File: src/shared/csad_pkg.sv
// constants and carrier types for the chip select area decoder
package csad_pkg;
	localparam int N_AREAS = 6;
	localparam int N_PROG = 5;
	localparam int ADDR_W = 32;
	localparam int EXT_ADDR_W = 25;
	localparam int MATCH_W = 16;
	localparam int MATCH_LSB = 16;
	localparam int WAIT_W = 3;
	localparam int DRAM_FIRST = 4;
	localparam logic [2:0] WAIT_RESET = 3'h7;
	localparam logic [15:0] MASK_RESET = 16'h0000;
	localparam logic [N_AREAS-1:0] SEL_IDLE = 6'h3f;

	typedef enum logic [1:0] {
		CSAD_IF_USUAL,
		CSAD_IF_DRAM,
		CSAD_IF_RSVD2,
		CSAD_IF_RSVD3
	} csad_if_e;

	typedef enum logic [1:0] {
		CSAD_DR_DOUBLE_CAS,
		CSAD_DR_SINGLE_CAS,
		CSAD_DR_HYPER,
		CSAD_DR_RSVD
	} csad_dram_e;

	typedef struct packed {
		logic wide16;
		logic [WAIT_W-1:0] waits;
		csad_if_e iface;
	} csad_cfg_s;

	typedef enum {
		CSAD_IDLE,
		CSAD_WAIT,
		CSAD_DONE
	} csad_st_e;
endpackage : csad_pkg

File: src/hw/csad_decoder.sv
// chip select area decoder with per-area width, wait and interface selection
`timescale 1ns/1ps
module csad_decoder (
	input wire logic MCLK_I,
	input wire logic RSTN_I,
	input wire logic ACC_REQ_I,
	input wire logic [31:0] ACC_ADDR_I,
	input wire logic ACC_WRITE_I,
	input wire logic [5*16-1:0] AREA_BASE_MATCH_I,
	input wire logic [5*16-1:0] AREA_COMPARE_MASK_I,
	input wire logic [6*6-1:0] AREA_INTERFACE_CONFIG_I,
	input wire logic [1:0] DRAM_TYPE4_I,
	input wire logic [1:0] DRAM_TYPE5_I,
	input wire logic DRAM_TWO_WE_I,
	input wire logic DRAM_PAGE_MODE_I,
	input wire logic REFRESH_REQ_I,
	input wire logic SELF_REFRESH_I,
	input wire logic LITTLE_ENDIAN_I,
	input wire logic [31:0] WDATA_I,
	output logic ACC_READY_O,
	output logic [24:0] EXT_ADDR_O,
	output logic [15:0] EXT_WDATA_O,
	output logic [5:0] AREA_SELECT_N_O,
	output logic BUS_WIDE16_O,
	output logic [2:0] AREA_NUM_O,
	output logic [1:0] ROW_STROBE_N_O,
	output logic [1:0] COL_STROBE_N_O,
	output logic [1:0] WRITE_EN_N_O,
	output logic DATA_HI_PORT_EN_O
);
	////////////////////////////////////////////////////////////////////////
	typedef struct packed {
		csad_pkg::csad_st_e st;
		logic [2:0] cnt;
		logic [2:0] area;
		logic [24:0] addr;
		logic [15:0] wdata;
		logic [5:0] sel_n;
		logic wide;
		logic [1:0] ras_n;
		logic [1:0] cas_n;
		logic [1:0] we_n;
		logic ready;
		logic port_en;
	} csad_state_s;

	csad_state_s state_reg;
	csad_state_s state_next;

	// lowest numbered hit wins, so overlapping areas resolve downwards
	function automatic logic [2:0] csad_area(input logic [csad_pkg::N_PROG-1:0] hits);
		logic [2:0] num;
		num = 3'h0;
		for (int i = csad_pkg::N_PROG - 1; i >= 0; i--) begin
			if (hits[i]) begin
				num = 3'(i + 1);
			end
		end
		return num;
	endfunction : csad_area

	// masked compare of one select value against address bits 31:16
	function automatic logic csad_match(input logic [31:0] a, input logic [15:0] base,
			input logic [15:0] mask);
		logic [15:0] diff;
		diff = (a[31:16] ^ base) & ~mask;
		return diff == 16'h0000;
	endfunction : csad_match

	function automatic csad_pkg::csad_cfg_s csad_cfg(input logic [35:0] cfgs,
			input logic [2:0] area);
		csad_pkg::csad_cfg_s c;
		c = csad_pkg::csad_cfg_s'(cfgs[area*6 +: 6]);
		if (c.iface != csad_pkg::CSAD_IF_DRAM || area < 3'(csad_pkg::DRAM_FIRST)) begin
			c.iface = csad_pkg::CSAD_IF_USUAL;
		end
		return c;
	endfunction : csad_cfg

	////////////////////////////////////////////////////////////////////////
	// programmable area hits, bit g for area g+1
	logic [csad_pkg::N_PROG-1:0] area_hit;
	// settings of every area, already legalised
	csad_pkg::csad_cfg_s area_cfg [csad_pkg::N_AREAS];
	logic [2:0] hit_area;
	csad_pkg::csad_cfg_s hit_cfg;
	logic bank;
	logic [1:0] dtype;
	logic dram_hit;
	logic cas_own;
	logic [5:0] acc_sel_n;
	logic [1:0] acc_ras_n;
	logic [1:0] acc_cas_n;
	logic [1:0] acc_we_n;
	logic [15:0] acc_wdata;

	////////////////////////////////////////////////////////////////////////
	// one masked compare per programmable area
	for (genvar g = 0; g < csad_pkg::N_PROG; g++) begin : g_match
		assign area_hit[g] = csad_match(ACC_ADDR_I,
			AREA_BASE_MATCH_I[g*csad_pkg::MATCH_W +: csad_pkg::MATCH_W],
			AREA_COMPARE_MASK_I[g*csad_pkg::MATCH_W +: csad_pkg::MATCH_W]);
	end : g_match

	// each area's settings decoded on their own
	for (genvar g = 0; g < csad_pkg::N_AREAS; g++) begin : g_cfg
		assign area_cfg[g] = csad_cfg(AREA_INTERFACE_CONFIG_I, 3'(g));
	end : g_cfg

	always_comb begin
		hit_area = csad_area(area_hit);
		hit_cfg = area_cfg[hit_area];
		bank = (hit_area == 3'h5);
		dtype = bank ? DRAM_TYPE5_I : DRAM_TYPE4_I;
		dram_hit = (hit_cfg.iface == csad_pkg::CSAD_IF_DRAM);
		// single CAS and 1CAS/2WE parts strobe only the addressed bank's CAS
		cas_own = DRAM_TWO_WE_I || (dtype == csad_pkg::CSAD_DR_SINGLE_CAS);
		// one select per area; DRAM areas use row strobes instead
		acc_sel_n = csad_pkg::SEL_IDLE;
		if (!dram_hit) begin
			acc_sel_n[hit_area] = 1'b0;
		end
		acc_wdata = LITTLE_ENDIAN_I ? {WDATA_I[7:0], WDATA_I[15:8]} : WDATA_I[15:0];
	end

	// row, column and write strobes, one set per DRAM bank
	for (genvar b = 0; b < 2; b++) begin : g_bank
		logic bank_hit;

		assign bank_hit = dram_hit && (bank == 1'(b));
		assign acc_ras_n[b] = ~bank_hit;
		assign acc_cas_n[b] = !dram_hit || (cas_own && !bank_hit);
		assign acc_we_n[b] = !dram_hit || !ACC_WRITE_I;
	end : g_bank

	always_comb begin
		state_next = state_reg;
		state_next.ready = 1'b0;
		unique case (state_reg.st)
			csad_pkg::CSAD_IDLE: begin
				state_next.sel_n = csad_pkg::SEL_IDLE;
				state_next.ras_n = 2'h3;
				state_next.cas_n = 2'h3;
				state_next.we_n = 2'h3;
				// refresh: CAS before RAS, held while self-refresh
				if (REFRESH_REQ_I || SELF_REFRESH_I) begin
					state_next.cas_n = 2'h0;
					state_next.st = csad_pkg::CSAD_WAIT;
					state_next.cnt = 3'h1;
					state_next.area = 3'h0;
				end else if (ACC_REQ_I) begin
					state_next.area = hit_area;
					state_next.addr = ACC_ADDR_I[24:0];
					state_next.wdata = acc_wdata;
					state_next.wide = hit_cfg.wide16;
					// upper data lanes free when 8-bit
					state_next.port_en = ~hit_cfg.wide16;
					state_next.cnt = hit_cfg.waits;
					state_next.st = csad_pkg::CSAD_WAIT;
					state_next.sel_n = acc_sel_n;
					state_next.ras_n = acc_ras_n;
					state_next.cas_n = acc_cas_n;
					state_next.we_n = acc_we_n;
				end
			end
			csad_pkg::CSAD_WAIT: begin
				if (state_reg.cnt == 3'h0) begin
					state_next.st = csad_pkg::CSAD_DONE;
				end else begin
					state_next.cnt = state_reg.cnt - 3'h1;
				end
				if (state_reg.area == 3'h0 && state_reg.cas_n == 2'h0 &&
						state_reg.sel_n == csad_pkg::SEL_IDLE) begin
					state_next.ras_n = 2'h0;
				end
			end
			csad_pkg::CSAD_DONE: begin
				state_next.ready = (state_reg.ras_n == 2'h3) ||
					(state_reg.sel_n != csad_pkg::SEL_IDLE) || !DRAM_PAGE_MODE_I;
				if (SELF_REFRESH_I && state_reg.ras_n == 2'h0
						&& state_reg.sel_n == csad_pkg::SEL_IDLE) begin
					state_next.st = csad_pkg::CSAD_DONE;
				end else begin
					state_next.sel_n = csad_pkg::SEL_IDLE;
					state_next.cas_n = 2'h3;
					state_next.we_n = 2'h3;
					// page mode keeps row open to shorten next access
					if (!DRAM_PAGE_MODE_I || state_reg.area == 3'h0) begin
						state_next.ras_n = 2'h3;
					end
					state_next.ready = 1'b1;
					state_next.st = csad_pkg::CSAD_IDLE;
				end
			end
		endcase
	end

	always_ff @(posedge MCLK_I or negedge RSTN_I) begin
		if (!RSTN_I) begin
			state_reg.st <= csad_pkg::CSAD_IDLE;
			state_reg.cnt <= 3'h0;
			state_reg.area <= 3'h0;
			state_reg.addr <= 25'h0000000;
			state_reg.wdata <= 16'h0000;
			state_reg.sel_n <= csad_pkg::SEL_IDLE;
			state_reg.wide <= 1'b0;
			state_reg.ras_n <= 2'h3;
			state_reg.cas_n <= 2'h3;
			state_reg.we_n <= 2'h3;
			state_reg.ready <= 1'b0;
			state_reg.port_en <= 1'b0;
		end else begin
			state_reg <= state_next;
		end
	end

	////////////////////////////////////////////////////////////////////////
	// 64 KB granularity via bits 31:16
	assign EXT_ADDR_O = state_reg.addr;
	assign EXT_WDATA_O = state_reg.wdata;
	assign AREA_SELECT_N_O = state_reg.sel_n;
	assign BUS_WIDE16_O = state_reg.wide;
	assign AREA_NUM_O = state_reg.area;
	assign ROW_STROBE_N_O = state_reg.ras_n;
	assign COL_STROBE_N_O = state_reg.cas_n;
	assign WRITE_EN_N_O = state_reg.we_n;
	assign DATA_HI_PORT_EN_O = state_reg.port_en;
	assign ACC_READY_O = state_reg.ready;
endmodule : csad_decoder

File: config.mk
export PLATFORM = sky130hd
export DESIGN_NAME = csad_decoder
export DESIGN_NICKNAME = d
export VERILOG_FILES = /design/src/shared/csad_pkg.sv /design/src/hw/csad_decoder.sv
export SDC_FILE = /design/constraint.sdc
export NUM_CORES = 1
export LEC_CHECK = 0
export ABC_CLOCK_PERIOD_IN_PS = 2620
export BUFFER_PORTS_ARGS = -buffer_cell sky130_fd_sc_hd__buf_2
export CORE_AREA = 2 2 129 131
export CTS_CLUSTER_DIAMETER = 50
export DETAILED_ROUTE_END_ITERATION = 8
export DIE_AREA = 0 0 131 133
export MAX_ROUTING_LAYER = met4
export PLACE_DENSITY = 0.67
export SYNTH_ARGS = -nofsm -noshare
export SYNTH_HDL_FRONTEND = slang
export SYNTH_SLANG_ARGS = --single-unit
File: constraint.sdc
create_clock -name MCLK_I -period 2.62 [get_ports MCLK_I]
set_clock_uncertainty 0.2 [all_clocks]
set_input_delay 0.393 -clock MCLK_I [delete_from_list [all_inputs] [get_ports MCLK_I]]
set_output_delay 0.393 -clock MCLK_I [all_outputs]
set_load 0.01 [all_outputs]
# Word level (Yosys, flattened, before mapping)

Cells that the tools add are included.
Widths: inputs -> output; s select.

Add/subtract/negate cells: 1
Order comparisons: 3
Equality and inequality tests: 16
Muxes and demuxes: 33
Bitwise gates (word level): 22
Reduce and logical (&&, ||, !) cells: 41

Operators by type and width:

| kind                | number |
|---|---|
| $pmux 32 s3         | 1 |
| $mux 92             | 1 |
| $and 16x16->16      | 5 |
| $logic_not 16->1    | 5 |
| $not 16->16         | 5 |
| $xor 16x16->16      | 5 |
| $mux 38             | 1 |
| $eq 32x1->1 const B | 1 |
| $eq 32x2->1 const B | 1 |
| $logic_not 32->1    | 1 |
| $mux 32             | 1 |
| $mux 6              | 4 |
| $bmux 6 s3          | 1 |
| $mux 3              | 6 |
| $mux 16             | 1 |
| $mux 2              | 8 |
| $pmux 6 s2          | 1 |
| $ne 2x2->1 const B  | 5 |
| $logic_and 1x1->1   | 9 |
| $mux 9              | 1 |
| $reduce_and 3->1    | 3 |
| $logic_or 1x1->1    | 8 |
| $pmux 4 s2          | 1 |
| $mux 7              | 1 |
| other kinds (23)    | 40 |

Flip-flop bits (word level): 94
Input bits: 273
Output and inout bits: 59

# Longest topological paths before layout

Gate-level depths: netlist (run 1).

Depth after elaboration: 20
Gate-level depth with buffers: 11
Gate-level depth less buffers: 9

# Worst setup path after synthesis (run 1)

No wires, ideal clock.

Path type: input-to-reg
Start: input ACC_ADDR_I[31]
End: register state_reg[60] in the netlist's numbering
Setup time: 134 ps
Arrival time: 2189 ps
Data required time: 2286 ps
Path slack: 97 ps
Stages on the path: 11
Cells stage by stage: buf_6 xnor2_2 o22ai_1 nor4_4 nand2_2 o211ai_4 and2_4 buf_6 mux2_4 o211ai_2 o221ai_2

Longest elaborated chain between the ends: 15
Elaborated cells on any way between the ends: 27

RTL lines:

| item                                          | RTL line            | RTL |
|---|---|---|
| from (decl)                                   | csad_decoder.sv:7   | `input wire logic [31:0] ACC_ADDR_I,` |
| $xor 16x16->16                                | csad_decoder.sv:66  | `diff = (a[31:16] ^ base) & ~mask;` |
| $and 16x16->16                                | csad_decoder.sv:66  |  |
| $logic_not 16->1                              | csad_decoder.sv:67  | `return diff == 16'h0000;` |
| $mux 3 (4 in a row)                           | csad_decoder.sv:55  | `if (hits[i]) begin` |
| $mux 3 (*)                                    | csad_decoder.sv:55  |  |
| $not 3->4 (implied by the code) (*)           | csad_decoder.sv:112 | `hit_cfg = area_cfg[hit_area];` |
| $bmux 6 s3 (*)                                | csad_decoder.sv:112 |  |
| $mux 6 (implied by the code) (*) (2 in a row) | csad_decoder.sv:112 |  |
| $mux 92 (*)                                   | csad_decoder.sv:151 | `end else if (ACC_REQ_I) begin` |
| $mux 38 (*)                                   | csad_decoder.sv:146 | `if (REFRESH_REQ_I \|\| SELF_REFRESH_I) begin` |
| $pmux 3 s2 (*)                                | csad_decoder.sv:139 | `unique case (state_reg.st)` |
| to (signal assigned)                          | csad_decoder.sv:213 | `state_reg <= state_next;` |
| to (decl)                                     | csad_decoder.sv:47  | `csad_state_s state_reg;` |

Mark *: on every way between the ends. The rest lies on a longest branch, timed or not. The select of a mux whose other input is x is not followed.
A chain may end at the register's enable or synchronous reset.

# Final worst setup path (run 1)

Start: input ACC_ADDR_I[20]
End: register state_reg[59] in the netlist's numbering

The elaborated chain is that of the path after synthesis.

==> metrics.yaml, run 1 <==
yosysWarnings: 0
r2r_slack_ns: 0.38
ys_seq_elements: 63
final_layout_size_suffix_gt1_share_pct: 50.5
end_kind: "flip-flop"
layout_setup_ws_ns: 0.189
grt_pass1_vias: 4859
rr_startpoint: "state_reg[63]"
highest_layer: "met4"
synthSimpleGateAreaFrac_pct: 16.6
ir_drop_uv: 293
synth_top_family_by_area: "simple AND/OR/NAND/NOR gates"
wl_per_cell_um: 17.2
cp_max_fo: 6
path_cells: "buf_2 > xnor2_1 > o22ai_1 > nor4_2 > buf_4 > nand3_1 > and3_1 > a211o_1 > a311oi_2 > o41ai_2"
fin_crit_sh_pct: 92.8
max-cap-violations: 0
instances_no_fill: 1064
dpl_cell_area_um2: 6550
drcViolationCount: 0
cp_slowest_cell: "nor4_2"
hp-class: "primary input to flip-flop"
syn_to_final_growth_pct: 39.2
period_minus_slack_ns: 2.43
final_cell_area_um2: 6880
wl_met1_mm: 7.38
timing.final.max_slew_violations: 0
synth-compound-area-share_pct: 16.2
cts_tree: "done"
startpoint_type: "primary input"
leakagePower_uw: 0.00347
grt_usage_pct: 21.5
reg2regPathDepth: 8
wl_met3_mm: 1.04
place_congestion: 0.936
synthAdderAreaFrac_pct: 1.52
synth_most_common_cell: "nand2_1"
start_util_pct: 30.5
finalHoldViolCount: 0
tightest_slew_ns: 0.517
via_count: 4827
synth-main-ff-cell: "dfrtp_1"
synth_edf_count: 0
cts_buffer_depth: 2
largest_reg_flops: 25
p_per_area_nw_per_um2: 698
antenna_found_initial: 6
routed_wl_mm: 18.3
h-tree-depth: 3
timing.slew.headroom_pct: 65.6
finish.utilization_pct: 42.5
insertion_delay_ns: 0.32
row_count: 47
rsz0062_at_grt: "no"
die_w_um: 131
drtIter0Drc: 268
synth_fp_nets: 826
syn_area_um2: 4940
setup-violations-final: 0
grt-ovfl-total: 0
async_reset_ff_share_pct: 100
fin_nets: 1112
cts_sinks: 63
numPortBuffers: 307
setup.worst_path.class: "primary input to flip-flop"
ioPinCount: 332
cts-root-buf: "clkbuf_16"
synthTopCellsByArea: "dfrtp_1 (26%), xnor2_1 (13%), buf_4 (9.6%), nand2_1 (7.8%), dfstp_2 (5.9%)"
dpl.hpwl_mm: 15.8
fmax_mhz: 411
fillers: 1648
synth_top_cell_area_share_pct: 26.3
pre_cts_ws_ns: -0.211
core-area_um2: 16200
fp.dieH_um: 133
whs_path_depth: 3
grt_max_degree: 42
hp-start: "ACC_ADDR_I[15]"
cts_buffers: 9
grt_pass1_wl_mm: 27.0
synth_seq_area_share_pct: 32.2
timing.rr.end: "state_reg[59]"
synthCells: 547
viasPerCell: 4.54
dieArea_um2: 17400
synthMuxAreaShare_pct: 4.71
first_pass_iters: 4
synthTopCellsByCount: "nand2_1 (103), xnor2_1 (74), buf_4 (63)"
postRouteAntennaNets: 0
cp_data_required_time_ns: 2.62
synth.avg_cell_area_um2: 9.03
dp_cells: 1040
clk_pin_slew_ns: 0.06
status: "finished clean"
synth.largest_area_cell: "dfrtp_1"
arrival_ns: 2.43
max_stage_delay_ns: 0.30
hold_end: "EXT_ADDR_O[15]"
wl_met2_mm: 9.43
synth_xor_area_share_pct: 15.1
synth_cell_types: 59
[what timing repair did]
action                                  CTS  global route
gates resized for setup                   0             0
hold buffers                              1             0
hold endpoints to repair                 10             0
endpoints found under the setup margin    0             1
setup buffers                             0             1
[worst max path at each step]
stage                         startpoint             to  slack, ns  depth (start not counted)
after floorplan           ACC_ADDR_I[31]  state_reg[60]        0.1                         11
after global placement    ACC_ADDR_I[16]  state_reg[60]      -0.16                         11
after detailed placement  ACC_ADDR_I[27]  state_reg[60]      -0.21                         11
after CTS                 ACC_ADDR_I[27]  state_reg[60]       0.15                         11
after global routing      ACC_ADDR_I[27]  state_reg[60]       0.01                         11
final                     ACC_ADDR_I[20]  state_reg[59]       0.19                         10
[worst max-delay path: cells and delay by family]
kind                   cells  cell delay [ns]
AO/OA/AOI/OAI              4             0.75
AND/OR/NAND/NOR            3             0.66
buffers and inverters      2             0.35
XOR/XNOR                   1             0.28
[through the flow]
| stage | hold WS, ns | setup TNS, ns | power (µW) |
|---|---|---|---|
| 2_1_floorplan | -0.103 | 0 | 3200 |
| 3_3_place_gp | 0.0905 | -1.03 | 3600 |
| 3_5_place_dp | 0.0831 | -1.20 | 3650 |
| 4_1_cts | 0.0327 | 0 | 4870 |
| 5_1_grt | 0.0483 | 0 | 5170 |
| 6_report | 0.0477 | 0 | 4800 |
[cell families after synthesis]
logic type               Yosys count
AND/OR/NAND/NOR                  164
AO/OA/AOI/OAI                    115
buffers and inverters             97
XOR/XNOR                          80
flip-flops                        63
multiplexers                      22
adder cells (fa/ha/maj)            6
[report_power, final]
group,internal (µW),switching (µW)
sequential,1390,198
clock,737,458
combinational,916,1100
total,3040,1760
[layout by cell type, fill, tap and decap left out, types with 7 or more instances in the layout]
master,instances
clkbuf_16,9
nand2_1,103
inv_1,12
dfstp_2,11
nor2_1,18
o21ai_0,24
a21oi_1,9
nor4_2,7
buf_2,307
buf_4,49
mux2i_1,18
xnor2_1,74
dfrtp_1,52
o22ai_1,46
[metal layers]
metal	global-route usage [%]	vias up
met3	3.84	27
met4	8.22	0
met2	36.3	182
li1	-	2418
met5	-	-
met1	25.1	2200
[layout make-up]
type	count	area [µm²]	share of cell area (%)
sequential	63	1590	23.1
timing repair buffer	360	1970	28.7
multi-input combinational	387	2680	39.0
antenna	6	15.0	0.218
tap	220	275	4.00
inverter	12	45.0	0.655
clock buffer	9	225	3.28
clock inverter	7	72.6	1.06
No activity file was read; power rests on OpenSTA's default activity.
==> run 2, diff against run 1 <==
- BUFFER_PORTS_ARGS: -buffer_cell sky130_fd_sc_hd__buf_2 -> unset
- DONT_BUFFER_PORTS: unset -> 1
- PLACE_DENSITY: 0.67 -> 0.5
==> run 2 against run 1 <==
Compared with the run above:
- wire length decreased by 6.8%
- via count decreased by 21%
- hold slack improved by 0.0078 ns
- first-iteration DRC count decreased by 43%
- non-clock buffer count decreased by 300
- global-route usage decreased by 1.9 points
- fmax decreased by 2.3%
- clock power increased by 8%
- highest routed layer unchanged
==> metrics.yaml, run 2 (synthesis gave the netlist of run 1 again) <==
n_antenna_cell: 0  # -6
fp.dieH_um: 133  # unchanged
setup_tns_ns: 0  # unchanged
postCtsSetupRepairBufs: 0  # unchanged
final_common_cell: "nand2_1"
ioPinCount: 332  # unchanged
r2r_slack_ns: 0.37  # about the same
drcViolationCount: 0  # unchanged
grt-ovfl-total: 0  # unchanged
hp-class: "primary input to flip-flop"
start_util_pct: 30.5  # unchanged
instances_no_fill: 758  # -29%
cts_tree: "done"
cp-endpoint: "state_reg[59]"
drtIter0Drc: 154  # -43%
p_per_area_nw_per_um2: 804  # +15%
clk_pin_slew_ns: 0.06  # about the same
core-area_um2: 16200  # unchanged
numPortBuffers: 0  # -100%
postRouteAntennaNets: 0  # unchanged
end_kind: "flip-flop"
cts-root-buf: "clkbuf_16"
arrival_ns: 2.51  # +0.08 ns
finalHoldViolCount: 0  # unchanged
leakagePower_uw: 0.00227  # -35%
final_layout_size_suffix_gt1_share_pct: 17.8  # -33 points
period_minus_slack_ns: 2.49  # +0.0574 ns
cp_max_fo: 5  # -1
rsz0062_at_grt: "no"
routed_wl_mm: 17.0  # -6.8%
rr_startpoint: "state_reg[63]"
h-tree-depth: 3  # unchanged
grt_pass1_vias: 4161  # -14%
timing.final.max_slew_violations: 0  # unchanged
ir_drop_uv: 297  # +1.4%
wl_per_cell_um: 22.5  # +31%
status: "finished clean"
via_count: 3809  # -21%
first_pass_iters: 4  # unchanged
syn_to_final_growth_pct: 10.5
cts_buffers: 9  # unchanged
timing.slew.headroom_pct: 62.4  # -3.1 points
total_power_uw: 4390  # -8.6%
viasPerCell: 5.03  # +11%
row_count: 47  # unchanged
layout_common_cells: "nand2_1 (103), xnor2_1 (74), dfrtp_1 (52)"
setup-violations-final: 0  # unchanged
largest_reg_flops: 25  # unchanged
insertion_delay_ns: 0.32  # about the same
die_w_um: 131  # unchanged
startpoint_type: "primary input"
grt_max_degree: 64  # +52%
dieArea_um2: 17400  # unchanged
place_congestion: 0.875  # -6.5%
cp_data_required_time_ns: 2.65  # +0.03 ns
setup.worst_path.class: "primary input to flip-flop"
dp_cells: 714  # -31%
dpl.hpwl_mm: 14.4  # -8.7%
timing.rr.end: "state_reg[59]"
cts_sinks: 63  # unchanged
grt_usage_pct: 19.5  # -1.9 points
grt_pass1_wl_mm: 24.3  # -10%
cts_buffer_depth: 2  # unchanged
fmax_mhz: 402  # -2.3%
max-cap-violations: 0  # unchanged
critPathLaunch: "ACC_ADDR_I[30]"
antenna_found_initial: 0  # -6
reg2regPathDepth: 8  # unchanged
tightest_slew_ns: 0.559  # +0.0427 ns
fin_crit_sh_pct: 95.0  # +2.2 points
fin_nets: 812  # -27%
run 2: metal layers:
layer	up-vias	wire length, µm	global-route usage, %
li1	1801	-	-
met1	1756	5840	19.7
met2	222	9110	34.9
met3	30	1500	5.38
met4	0	563	8.33
met5	-	0	-
run 2: how the worst min path moves through the flow:
stage | start | end | depth (start not counted)
6_report | AREA_INTERFACE_CONFIG_I[28] | state_reg[61] | 2
5_1_grt | AREA_INTERFACE_CONFIG_I[28] | state_reg[61] | 2
4_1_cts | AREA_INTERFACE_CONFIG_I[28] | state_reg[61] | 2
3_5_place_dp | RSTN_I | EXT_ADDR_O[12] | 0
3_3_place_gp | RSTN_I | ACC_READY_O | 0
2_1_floorplan | RSTN_I | ACC_READY_O | 0
run 2: metrics by stage:
step	area (µm²)	worst slack, ns	hold WS, ns	util [%]
2_1_floorplan	4940	0.0973	-0.103	-
3_3_place_gp	4830	-0.296	-0.101	29.9
3_5_place_dp	4830	-0.302	-0.0999	29.9
4_1_cts	5450	0.0321	0.0424	33.7
5_1_grt	5460	0.0157	0.0572	33.7
6_report	5460	0.131	0.0555	33.7
run 2: timing repair:
| item | CTS | global route |
|---|---|---|
| endpoints found under the hold margin | 89 | 0 |
| setup endpoints to repair | 0 | 1 |
| hold buffers | 28 | 0 |
| resized for setup | 0 | 1 |
run 2: power breakdown:
group	leakage (µW)	total, µW	switching (µW)	internal [µW]
Sequential	0.000769	1850	458	1390
Combinational	0.00134	1240	668	572
Clock	0.000160	1290	410	883
Total	0.00227	4390	1540	2850
run 2: layout make-up:
class	count	area [µm²]
multi-input cells	387	2680
fillers	1703	10700
inverters	12	45.0
well taps	220	275
flip-flops and latches	63	1590
clock buffers	13	260
repair buffers	60	538
clock inverters	3	65.1
run 2: critical path, stage by stage:
cell	delay (ns)
xnor2_1	0.24
o22ai_1	0.13
buf_4	0.17
nor4_2	0.33
buf_4	0.18
nand2_2	0.11
buf_4	0.16
nand2_1	0.08
o21a_1	0.26
a211o_1	0.16
a311oi_2	0.10
o41ai_2	0.21
==> run 3, diff against run 2 <==
- PLACE_DENSITY: 0.5 -> 0.54
- SKIP_CTS_REPAIR_TIMING: unset -> 1
==> run 3 against run 2 <==
Compared with the run above:
- the run now ends with negative hold slack left
- sequential power hardly changed
- hold slack worse by 0.080 ns
- total power is 2.3% lower
- setup slack worse by 0.034 ns
- fmax is 1.3% lower
- count of clock-buffer cells in the layout is 4 lower
- design area is 0.92% lower
- core utilization is 0.31 points lower
- global-route usage is 0.40 points lower
- sequential share of layout area is 0.27 points higher
- sequential cell count stayed put
- critical path type unchanged
- critical endpoint unchanged
- largest power group unchanged
==> metrics.yaml, run 3 (synthesis gave the netlist of run 1 again) <==
fp.dieH_um: 133  # unchanged
largest_reg_flops: 25  # unchanged
arrival_ns: 2.52  # about the same
setup.worst_path.class: "primary input to flip-flop"
hp-start: "ACC_ADDR_I[21]"
tightest_slew_ns: 0.573  # +0.0134 ns
timing.final.max_slew_violations: 0  # unchanged
die_w_um: 131  # unchanged
final_common_cell: "nand2_1"
grt-ovfl-total: 0  # unchanged
max_stage_delay_ns: 0.43  # +0.10 ns
dpl.hpwl_mm: 14.6  # +1.3%
cp_top_family: "simple AND/OR/NAND/NOR gates"
wl_per_cell_um: 23.0  # +2.5%
ioPinCount: 332  # unchanged
cts_sinks: 63  # unchanged
n_antenna_cell: 0  # unchanged
final_layout_size_suffix_gt1_share_pct: 18.0  # +0.13 points
layout_common_cells: "nand2_1 (103), xnor2_1 (74), dfrtp_1 (52)"
postRouteAntennaNets: 0  # unchanged
cp_slowest_cell: "nor4_2"
cts_buffers: 9  # unchanged
place_congestion: 0.907  # +3.6%
rr_startpoint: "state_reg[63]"
syn_to_final_growth_pct: 9.45
hp-class: "primary input to flip-flop"
grt_pass1_wl_mm: 23.6  # -2.8%
row_count: 47  # unchanged
numPortBuffers: 0  # unchanged
violations: "negative hold slack"
clk_pin_slew_ns: 0.06  # about the same
dpl_cell_area_um2: 4830  # about the same
whs_ns: -0.0248  # -0.0803 ns
p_per_area_nw_per_um2: 793  # -1.4%
cp_num_buf_inv: 1  # -2
fmax_mhz: 396  # -1.3%
max-cap-violations: 0  # unchanged
grt_max_degree: 64  # unchanged
final_cell_area_um2: 5410  # -0.92%
startpoint_type: "primary input"
insertion_delay_ns: 0.33  # about the same
setup-violations-final: 0  # unchanged
antenna_found_initial: 0  # unchanged
drcViolationCount: 0  # unchanged
via_count: 3849  # +1.1%
cp_data_required_time_ns: 2.62  # -0.03 ns
dieArea_um2: 17400  # unchanged
timing.slew.headroom_pct: 61.5  # -0.90 points
fin_nets: 808  # -0.49%
grt_pass1_vias: 4014  # -3.5%
critPathLaunch: "ACC_ADDR_I[18]"
leakagePower_uw: 0.00224  # -1.4%
routed_wl_mm: 17.4  # +2.0%
first_pass_iters: 7  # +3
cp_max_fo: 6  # +1
finish.utilization_pct: 33.4  # -0.31 points
finalHoldViolCount: 2  # +2
cts_buffer_depth: 2  # unchanged
status: "complete, but fails checks"
core-area_um2: 16200  # unchanged
period_minus_slack_ns: 2.52  # +0.0339 ns
cts-root-buf: "clkbuf_16"
end_kind: "flip-flop"
h-tree-depth: 3  # unchanged
rsz0062_at_grt: "no"
drtIter0Drc: 193  # +25%
start_util_pct: 30.5  # unchanged
cts_tree: "done"
viasPerCell: 5.10  # +1.6%
grt_usage_pct: 19.1  # -0.40 points
path_cells: "xnor2_1 > o22ai_1 > nor4_2 > buf_4 > nand3_1 > and3_1 > a211o_1 > a311oi_2 > o41ai_2"
fin_crit_sh_pct: 96.3  # +1.3 points
ir_drop_uv: 282  # -5.0%
run 3: cell types whose count changed in the layout (fill, tap and decap cells not counted), sizes merged, moves of 2 or more:
cell         before  now
clkbuf           13    9
buf              33   31
clkinv            1    3
clkinvlp          0    2
dlygate4sd3      27   25
run 3: through the flow:
stage               setup TNS, ns  std cells  hold slack (ns)  worst slack [ns]  power, µW
finish                          0        754          -0.0248            0.0973       4290
global route                    0        754         0.000369            0.0397       4570
CTS                             0        728           -0.458            0.0789       4280
detailed placement          -1.51        712           -0.101            -0.252       3090
global placement            -1.40        712           -0.101            -0.252       3030
floorplan                       0        547           -0.103            0.0973       3200
run 3: final timing paths:
path / cells past startpoint / to / slack, ns
worst max-delay path: 9 / state_reg[59] / 0.1
worst min-delay path: 2 / EXT_ADDR_O[21] / -0.02
worst max register to register: 8 / state_reg[59] / 0.37
worst min register to register: 2 / state_reg[61] / 0.35
max in group asynchronous: 2 / AREA_SELECT_N_O[2] / 1.53
min in group asynchronous: 2 / EXT_ADDR_O[15] / 0.39
run 3: layout make-up:
class / instances / area (µm²)
sequential: 63 / 1590
clock inverter: 7 / 72.6
fill: 1697 / 10800
tap: 220 / 275
timing repair buffer: 56 / 515
inverter: 12 / 45.0
clock buffer: 9 / 225
multi-input combinational: 387 / 2680
run 3: per-layer routing:
metal | track usage (%) | up-vias | share of wire [%]
met5 | - | - | 0
met4 | 5.44 | 0 | 1.3
met3 | 4.81 | 14 | 8.4
met2 | 35.8 | 210 | 56
met1 | 19.4 | 1830 | 35
li1 | - | 1795 | -
run 3: report_power, final:
part	internal, µW	switching [µW]
logic	571	686
clock network	737	441
registers	1390	458
total	2700	1580
run 3: worst register-to-register path: stages (launching register included):
cell and delay, ns:
dfrtp_1 0.39, inv_1 0.12, ha_1 0.30, inv_1 0.15
nor2_1 0.20, a21oi_1 0.06, a21oi_1 0.35, mux2i_1 0.26
o41ai_2 0.10
